## src/pac_pkg.sv

```systemverilog
// pac_pkg: constants and types for the pager address classifier
// assumes one clock domain; users import pac_pkg::*
package pac_pkg;

  localparam int WORD_W = 21;
  localparam int ADDR_W = 37;
  localparam int LONG_SHIFT = 15;

  localparam logic [ADDR_W-1:0] SHORT_OFFSET = 37'h0000008000;
  localparam logic [ADDR_W-1:0] LONG_BASE = 37'h00001f9000;

  // upper bounds of the contiguous assignment ranges
  localparam logic [ADDR_W-1:0] UB_ILLEGAL_ZERO = 37'h0000000000;
  localparam logic [ADDR_W-1:0] UB_SHORT = 37'h00001d8000;
  localparam logic [ADDR_W-1:0] UB_ILLEGAL_LO = 37'h00001e8000;
  localparam logic [ADDR_W-1:0] UB_RSV_LO = 37'h00001ea7ff;
  localparam logic [ADDR_W-1:0] UB_INFO_SVC = 37'h00001ee7ff;
  localparam logic [ADDR_W-1:0] UB_NETWORK = 37'h00001ef7ff;
  localparam logic [ADDR_W-1:0] UB_TEMPORARY = 37'h00001ef80f;
  localparam logic [ADDR_W-1:0] UB_OPERATOR = 37'h00001ef81f;
  localparam logic [ADDR_W-1:0] UB_RSV_MID = 37'h00001efffe;
  localparam logic [ADDR_W-1:0] UB_ILLEGAL_HI = 37'h0000201000;
  localparam logic [ADDR_W-1:0] UB_L12_UNCOORD = 37'h000615f102;
  localparam logic [ADDR_W-1:0] UB_L12_COUNTRY = 37'h0017f79402;
  localparam logic [ADDR_W-1:0] UB_L12_GLOBAL = 37'h0040201000;
  localparam logic [ADDR_W-1:0] UB_L13_GLOBAL = 37'h0080201000;
  localparam logic [ADDR_W-1:0] UB_L14_GLOBAL = 37'h00c0201000;
  localparam logic [ADDR_W-1:0] UB_L23_COUNTRY = 37'h00e9d9371e;
  localparam logic [ADDR_W-1:0] UB_L23_RESERVED = 37'h00ff1b9e00;
  localparam logic [ADDR_W-1:0] UB_L23_INFO_GLB = 37'h00ff67e940;
  localparam logic [ADDR_W-1:0] UB_L23_INFO_CTY = 37'h00ffb43480;
  localparam logic [ADDR_W-1:0] UB_L23_INFO_WW = 37'h00ffc376c0;
  localparam logic [ADDR_W-1:0] UB_RSV_TOP = 37'h0100200ffe;

  typedef enum logic [1:0] {
    OP_SHORT = 2'h0,
    OP_LONG = 2'h1,
    OP_CLASSIFY = 2'h2
  } pac_op_t;

  typedef enum logic [4:0] {
    CAT_ILLEGAL = 5'h00,
    CAT_SHORT = 5'h01,
    CAT_RESERVED = 5'h02,
    CAT_INFO_SVC = 5'h03,
    CAT_NETWORK = 5'h04,
    CAT_TEMPORARY = 5'h05,
    CAT_OPERATOR = 5'h06,
    CAT_L12_UNCOORD = 5'h07,
    CAT_L12_COUNTRY = 5'h08,
    CAT_L12_GLOBAL = 5'h09,
    CAT_L13_GLOBAL = 5'h0a,
    CAT_L14_GLOBAL = 5'h0b,
    CAT_L23_COUNTRY = 5'h0c,
    CAT_L23_RESERVED = 5'h0d,
    CAT_L23_INFO_GLB = 5'h0e,
    CAT_L23_INFO_CTY = 5'h0f,
    CAT_L23_INFO_WW = 5'h10,
    CAT_UNDEFINED = 5'h11
  } pac_cat_t;

  typedef struct packed {
    logic valid;
    pac_op_t op;
    logic [WORD_W-1:0] word1;
    logic [WORD_W-1:0] word2;
    logic [ADDR_W-1:0] value;
  } pac_req_t;

  typedef struct packed {
    logic valid;
    logic [ADDR_W-1:0] subscriber_address_code;
    pac_cat_t category;
  } pac_rsp_t;

endpackage

```

## src/pac_classifier.sv

```systemverilog
// pac_classifier: address word to subscriber address conversion and range classification
// assumes req comes from logic on clk; two-stage pipeline, both stages held while ce is low
`timescale 1ns/1ps
module pac_classifier
  import pac_pkg::*;
(
  input wire logic clk,
  input wire logic rstn,
  input wire logic ce,
  input wire pac_pkg::pac_req_t req,
  output pac_pkg::pac_rsp_t rsp
);

  logic vld1_r;
  logic [ADDR_W-1:0] addr1_r;
  logic [ADDR_W-1:0] addr1_nxt;
  pac_rsp_t rsp_r;

  // range lookup over contiguous bands
  function automatic pac_cat_t classify(input logic [ADDR_W-1:0] v);
    pac_cat_t c;
    if (v <= UB_ILLEGAL_ZERO) c = CAT_ILLEGAL;
    else if (v <= UB_SHORT) c = CAT_SHORT;
    else if (v <= UB_ILLEGAL_LO) c = CAT_ILLEGAL;
    else if (v <= UB_RSV_LO) c = CAT_RESERVED;
    else if (v <= UB_INFO_SVC) c = CAT_INFO_SVC;
    else if (v <= UB_NETWORK) c = CAT_NETWORK;
    else if (v <= UB_TEMPORARY) c = CAT_TEMPORARY;
    else if (v <= UB_OPERATOR) c = CAT_OPERATOR;
    else if (v <= UB_RSV_MID) c = CAT_RESERVED;
    else if (v <= UB_ILLEGAL_HI) c = CAT_ILLEGAL;
    else if (v <= UB_L12_UNCOORD) c = CAT_L12_UNCOORD;
    else if (v <= UB_L12_COUNTRY) c = CAT_L12_COUNTRY;
    else if (v <= UB_L12_GLOBAL) c = CAT_L12_GLOBAL;
    else if (v <= UB_L13_GLOBAL) c = CAT_L13_GLOBAL;
    else if (v <= UB_L14_GLOBAL) c = CAT_L14_GLOBAL;
    else if (v <= UB_L23_COUNTRY) c = CAT_L23_COUNTRY;
    else if (v <= UB_L23_RESERVED) c = CAT_L23_RESERVED;
    else if (v <= UB_L23_INFO_GLB) c = CAT_L23_INFO_GLB;
    else if (v <= UB_L23_INFO_CTY) c = CAT_L23_INFO_CTY;
    else if (v <= UB_L23_INFO_WW) c = CAT_L23_INFO_WW;
    else if (v <= UB_RSV_TOP) c = CAT_RESERVED;
    else c = CAT_UNDEFINED;
    return c;
  endfunction

  // long pair to address value
  function automatic logic [ADDR_W-1:0] long_value(
    input logic [WORD_W-1:0] w1,
    input logic [WORD_W-1:0] w2
  );
    logic [ADDR_W-1:0] hi;
    hi = ADDR_W'({~w2, LONG_SHIFT'(0)});
    return hi + LONG_BASE + ADDR_W'(w1);
  endfunction

  // stage one: word to value conversion
  always_comb
  begin
    case (req.op)
      OP_SHORT: addr1_nxt = ADDR_W'(req.word1) - SHORT_OFFSET;
      OP_LONG: addr1_nxt = long_value(req.word1, req.word2);
      default: addr1_nxt = req.value;
    endcase
  end

  always_ff @(posedge clk or negedge rstn)
  begin
    if (!rstn)
    begin
      vld1_r <= 1'b0;
      addr1_r <= '0;
    end
    else if (ce)
    begin
      vld1_r <= req.valid;
      if (req.valid)
        addr1_r <= addr1_nxt;
    end
  end

  // stage two: category lookup
  always_ff @(posedge clk or negedge rstn)
  begin
    if (!rstn)
    begin
      rsp_r <= '{valid: 1'b0, subscriber_address_code: '0, category: CAT_ILLEGAL};
    end
    else if (ce)
    begin
      rsp_r.valid <= vld1_r;
      if (vld1_r)
      begin
        rsp_r.subscriber_address_code <= addr1_r;
        rsp_r.category <= classify(addr1_r);
      end
    end
  end

  assign rsp = rsp_r;

  // checks
  property p_stage1(pac_op_t op, logic [ADDR_W-1:0] expv);
    @(posedge clk) disable iff (!rstn)
      (ce && req.valid && req.op == op) |=> (vld1_r && addr1_r == $past(expv));
  endproperty

  a_short_subtract: assert property (p_stage1(OP_SHORT,
    ADDR_W'(req.word1) - SHORT_OFFSET))
    else $error("short address value wrong");

  a_long_complement: assert property (p_stage1(OP_LONG,
    ADDR_W'(37'h1fffff - ADDR_W'(req.word2)) * 37'h8000 + LONG_BASE + ADDR_W'(req.word1)))
    else $error("long address value wrong");

  a_long_base: assert property (@(posedge clk) disable iff (!rstn)
    (ce && req.valid && req.op == OP_LONG && req.word1 == '0 && (&req.word2))
    |=> addr1_r == LONG_BASE)
    else $error("long base offset wrong");

  a_l12_ranges: assert property (@(posedge clk) disable iff (!rstn)
    rsp_r.valid && rsp_r.subscriber_address_code > UB_ILLEGAL_HI
    && rsp_r.subscriber_address_code <= UB_L12_UNCOORD |-> rsp_r.category == CAT_L12_UNCOORD)
    else $error("uncoordinated set 1-2 misclassified");

  a_l12_country: assert property (@(posedge clk) disable iff (!rstn)
    rsp_r.valid && rsp_r.category == CAT_L12_COUNTRY
    |-> rsp_r.subscriber_address_code >= 37'h000615f103
    && rsp_r.subscriber_address_code <= 37'h0017f79402)
    else $error("country set 1-2 bounds wrong");

  a_l12_global: assert property (@(posedge clk) disable iff (!rstn)
    rsp_r.valid && rsp_r.category == CAT_L12_GLOBAL
    |-> rsp_r.subscriber_address_code >= 37'h0017f79403
    && rsp_r.subscriber_address_code <= 37'h0040201000)
    else $error("global set 1-2 bounds wrong");

  a_l13_l14: assert property (@(posedge clk) disable iff (!rstn)
    rsp_r.valid && (rsp_r.category == CAT_L13_GLOBAL || rsp_r.category == CAT_L14_GLOBAL)
    |-> rsp_r.subscriber_address_code > 37'h0040201000
    && rsp_r.subscriber_address_code <= 37'h00c0201000)
    else $error("set 1-3 or 1-4 bounds wrong");

  a_l23_bands: assert property (@(posedge clk) disable iff (!rstn)
    rsp_r.valid && rsp_r.category >= CAT_L23_COUNTRY && rsp_r.category <= CAT_L23_INFO_WW
    |-> rsp_r.subscriber_address_code > 37'h00c0201000
    && rsp_r.subscriber_address_code <= 37'h00ffc376c0)
    else $error("set 2-3 bounds wrong");

  a_undef_top: assert property (@(posedge clk) disable iff (!rstn)
    rsp_r.valid && rsp_r.subscriber_address_code > 37'h0100200ffe
    |-> rsp_r.category == CAT_UNDEFINED)
    else $error("out of range value not undefined");

  a_low_bands: assert property (@(posedge clk) disable iff (!rstn)
    rsp_r.valid && rsp_r.subscriber_address_code <= 37'h0000201000
    |-> rsp_r.category inside {CAT_ILLEGAL, CAT_SHORT, CAT_RESERVED, CAT_INFO_SVC,
      CAT_NETWORK, CAT_TEMPORARY, CAT_OPERATOR})
    else $error("low band misclassified");

  a_pipe_latency: assert property (@(posedge clk) disable iff (!rstn)
    ce && req.valid ##1 ce [*1] |=> rsp_r.valid)
    else $error("result not two stages later");

  c_short: cover property (@(posedge clk) disable iff (!rstn)
    rsp_r.valid && rsp_r.category == CAT_SHORT);
  c_long12: cover property (@(posedge clk) disable iff (!rstn)
    rsp_r.valid && rsp_r.category == CAT_L12_GLOBAL);
  c_undef: cover property (@(posedge clk) disable iff (!rstn)
    rsp_r.valid && rsp_r.category == CAT_UNDEFINED);
  c_stall: cover property (@(posedge clk) disable iff (!rstn)
    vld1_r && !ce);

endmodule

```

## config.mk

```make
export PLATFORM = sky130hd
export DESIGN_NAME = pac_classifier
export DESIGN_NICKNAME = d
export VERILOG_FILES = /design/src/pac_pkg.sv /design/src/pac_classifier.sv
export SDC_FILE = /design/constraint.sdc
export NUM_CORES = 1
export LEC_CHECK = 0
export ABC_AREA = 1
export ABC_CLOCK_PERIOD_IN_PS = 2200
export BUFFER_PORTS_ARGS = -buffer_cell sky130_fd_sc_hd__buf_2
export CAP_MARGIN = 20
export CORE_ASPECT_RATIO = 0.8
export CORE_UTILIZATION = 35
export DETAILED_ROUTE_END_ITERATION = 16
export SLEW_MARGIN = 40
export SYNTH_ARGS = -nofsm -noshare
export SYNTH_HDL_FRONTEND = slang
export SYNTH_SLANG_ARGS = --single-unit
```

## constraint.sdc

```tcl
create_clock -name clk -period 2.2 [get_ports clk]
set_input_delay 0.33 -clock clk [delete_from_list [all_inputs] [get_ports clk]]
set_output_delay 0.33 -clock clk [all_outputs]
set_load 0.005 [all_outputs]
```

==> summary.md <==
| Metric | Value |
|---|---|
| Number of nets in the layout | `1,330` |
| Endpoint of the worst register-to-register path | `rsp[0]` |
| Register-to-register setup slack | `-290 ps` |
| Clock tree from TritonCTS | `done` |
| R2r startpoint | `addr1_r[10]` |
| Final-report max-slew violation count | `0` |
| Setup repair after global routing missed its margin | `yes` |
| Final worst-path cycle share | `113%` |
| Syn_nets | `977` |
| Distinct cells, synth | `49` |
| Number of buffer and inverter instances along the worst setup path | `4` |
| Buffer levels on the longest clock path | `2` |
| Routed vias/inst | `4.99` |
| Number of cell rows | `42` |
| Iteration count of the initial detailed-routing pass | `5` |
| Cell area after placement | `8390 µm²` |
| Final setup viols | `14` |
| Width of the chip | `147 µm` |
| P&R area growth vs syn | `60.4%` |
| Mux share of post-synthesis cell area | `0%` |
| Arr. time, crit path | `2740 ps` |
| Outcome | `complete, but fails checks` |
| Post-route core utilization | `57.4%` |
| Latest clock arrival within the worst-skew pair | `360 ps` |
| Most used cells in the layout excluding fill and tap cells | `sky130_fd_sc_hd__buf_4, sky130_fd_sc_hd__nand2_1, sky130_fd_sc_hd__buf_2` |
| Violations in the final reports | `negative setup slack` |
| Count of final hold-check violations | `0` |
| Register-to-Register Path Depth | `20` |
| Placer Congestion | `0.927` |
| Detailed router's first-iteration violation count | `543` |
| Chip height | `118 µm` |
| Post-synthesis simple-gate area fraction | `33.3%` |
| Largest delay contributor family on the critical path | `simple AND/OR/NAND/NOR gates` |
| Number of enable-type register cells in the synthesized netlist | `0` |
| Area of all placed cells without fillers | `9470 µm²` |
| Cells after Synth | `877` |
| Fin worst setup slack | `-292 ps` |
| CTS Sinks | `81` |
| Via Count | `7,265` |
| Netlist area before placement | `5900 µm²` |
| Post-Synth Adder-Cell Area | `3.18%` |
| Sequential-to-total area share from yosys stat | `34.4%` |
| Leading cell type in the layout, fill and taps excluded | `sky130_fd_sc_hd__buf_4` |
| Cell count of the worst hold path | `2` |
| CP required | `2440 ps` |
| Share of flip-flops with an asynchronous set or reset | `100%` |
| Critical path capture point type | `flip-flop` |
| Wire length of the first global-routing pass | `36,100 µm` |
| Cell types with the largest area share after synthesis | `sky130_fd_sc_hd__dfrtp_1, sky130_fd_sc_hd__nand2_1, sky130_fd_sc_hd__inv_1` |
| Most used cell, CP | `sky130_fd_sc_hd__nand2_1` |
| Class of the worst hold path | `input pin to flip-flop` |
| Antenna violations before repair | `0` |
| Synth Flop Type | `sky130_fd_sc_hd__dfrtp_1` |
| Critical Path Source | `addr1_r[10]` |
| Largest family of logic cells by synthesized area | `simple AND/OR/NAND/NOR gates` |
| Via count of the first global-routing pass | `6,968` |
| Worst relative slew slack | `63.9%` |
| Worst VDD drop | `0.000308 V` |
| Final routed DRC violation total | `0` |
| TritonCTS buffer count | `9` |
| Final Routed Wirelength | `22,900 µm` |
| Ordered cell list for the critical path | `nor2_4, inv_1, buf_4, nor4_1, buf_4, nand2_1, a21oi_2, nor2_1, o21ai_2, o31ai_2, inv_1, nand2_1, nand2_1, nand2_1, nand2_1, nand2_1, nand2_1, nand2_1, nand2_2, nand2_1` |
| Minimum period implied by the final worst setup slack | `2490 ps` |
| H-tree levels | `3` |
| Share of the synthesized area in compound gates (AO/OA/AOI/OAI) | `19.1%` |
| CTS root buf | `sky130_fd_sc_hd__clkbuf_16` |
| Max Cap Viol | `0` |
| Total gr overflow | `0` |
| Least-Margin Pin Slew | `540 ps` |
| Post-Synthesis Mean Instance Area | `6.73 µm²` |
| Share of layout cells above drive strength 1 | `45.5%` |
| Peak clock frequency supported by timing | `401 MHz` |
| Placed wire-length estimate | `17,900 µm` |
| Effective utilization at floorplan | `35.8%` |
| Synthesized-area fraction occupied by xor and xnor cells | `0%` |
| Portion of synthesized cell area occupied by the leading cell type | `34.4%` |
| Count of pins on the block boundary | `128` |
| Final clock skew | `7.28 ps` |
| Endpoint of the worst hold path | `vld1_r` |
| Detail Route Antenna Nets | `0` |
| PortBufs | `127` |
| Worst Min Path Start | `ce` |
| Routed wirelength normalized by instance count | `15.7 µm` |
| Count of synthesis-stage warnings from yosys | `0` |
| Die footprint | `17,400 µm²` |
| Power density normalized to cell area | `627 nW/µm²` |
| Startpoint type of the worst setup path | `flip-flop` |
| Total inserted antenna cells | `0` |
| Critical path class | `flip-flop to flip-flop` |
| Critical path fanouts, max | `5` |
| Post-synthesis cell type with the largest combined area | `sky130_fd_sc_hd__dfrtp_1` |
| Highest cell delay on the worst timing path | `460 ps` |
| Global routing usage summed across all routing layers | `26.6%` |
| Clock transition at path regs | `60 ps` |
| Leak | `4.61 nW` |
| #FFs+latches synth | `81` |
| Core Footprint | `16,500 µm²` |
| Pin count of the biggest net entering global routing | `83` |
| Cell with the largest stage delay on the worst path | `sky130_fd_sc_hd__dfrtp_2` |
[timing repair]
item	in CTS	in global routing
pin swaps	20	47
endpoints found under the setup margin	17	17
buffers inserted	13	17
resized for setup	52	110
endpoints found under the hold margin	35	0
hold buffers	1	0
[registers in the layout, indices dropped and copies added (netlist names)]
signal / flops
addr1_r: 37
rsp: 43
vld1_r: 1
[synthesized netlist by cell type, types with 16 or more instances]
master	n
sky130_fd_sc_hd__nor2_1	103
sky130_fd_sc_hd__clkbuf_1	21
sky130_fd_sc_hd__nor3_1	18
sky130_fd_sc_hd__a21oi_1	50
sky130_fd_sc_hd__nand4_1	25
sky130_fd_sc_hd__nand3_1	53
sky130_fd_sc_hd__o22ai_1	16
sky130_fd_sc_hd__dfrtp_1	81
sky130_fd_sc_hd__nand2_1	190
sky130_fd_sc_hd__inv_1	105
sky130_fd_sc_hd__o21ai_0	78
[layer usage]
| layer | track usage (%) | up-vias | wire [µm] |
|---|---|---|---|
| li1 | - | 3649 | - |
| met1 | 38.4 | 3357 | 11200 |
| met2 | 40.4 | 235 | 10000 |
| met3 | 4.71 | 24 | 1220 |
| met4 | 7.15 | 0 | 391 |
| met5 | 0 | - | 0 |
[per-stage QoR]
step	setup TNS (ps)	hold WS, ps	total power [mW]	instances	setup WS [ps]
after detailed placement	-7610	321	4.04	1409	-605
after floorplan	-1310	34.4	2.85	877	-257
final	-1550	248	5.93	1455	-292
after global placement	-6720	321	4.02	1409	-519
after global routing	-4100	258	6.28	1455	-439
after CTS	-1340	247	5.75	1438	-207
[kinds of logic after synthesis]
group	Yosys count
buf+inv	152
compound gates	192
flops	81
simple gates	437
fa+ha+maj	15
[where the power goes]
part           leakage, nW  switching [mW]  total, mW  internal [mW]
sequential           0.961           0.240       2.00           1.76
clock                0.152           0.641       1.59          0.946
combinational         3.49            1.22       2.34           1.12
total                 4.61            2.10       5.93           3.83
[layout make-up]
type / count / area [µm²]
Fill cell: 1567 / 7040
Multi-Input combinational cell: 644 / 3780
Timing Repair Buffer: 371 / 2560
Sequential cell: 81 / 2040
Inverter: 123 / 492
Tap cell: 220 / 275
Clock buffer: 11 / 253
Clock inverter: 5 / 63.8
[how the worst max path moves through the flow]
| stage | to | slack, ps | cells past startpoint |
|---|---|---|---|
| after floorplan | addr1_r[32] | -260 | 19 |
| after global placement | addr1_r[32] | -520 | 20 |
| after detailed placement | addr1_r[30] | -610 | 20 |
| after CTS | rsp[0] | -210 | 22 |
| after global routing | rsp[0] | -440 | 23 |
| final | rsp[0] | -290 | 20 |
Note: power is estimated with default switching activity, not from simulation.
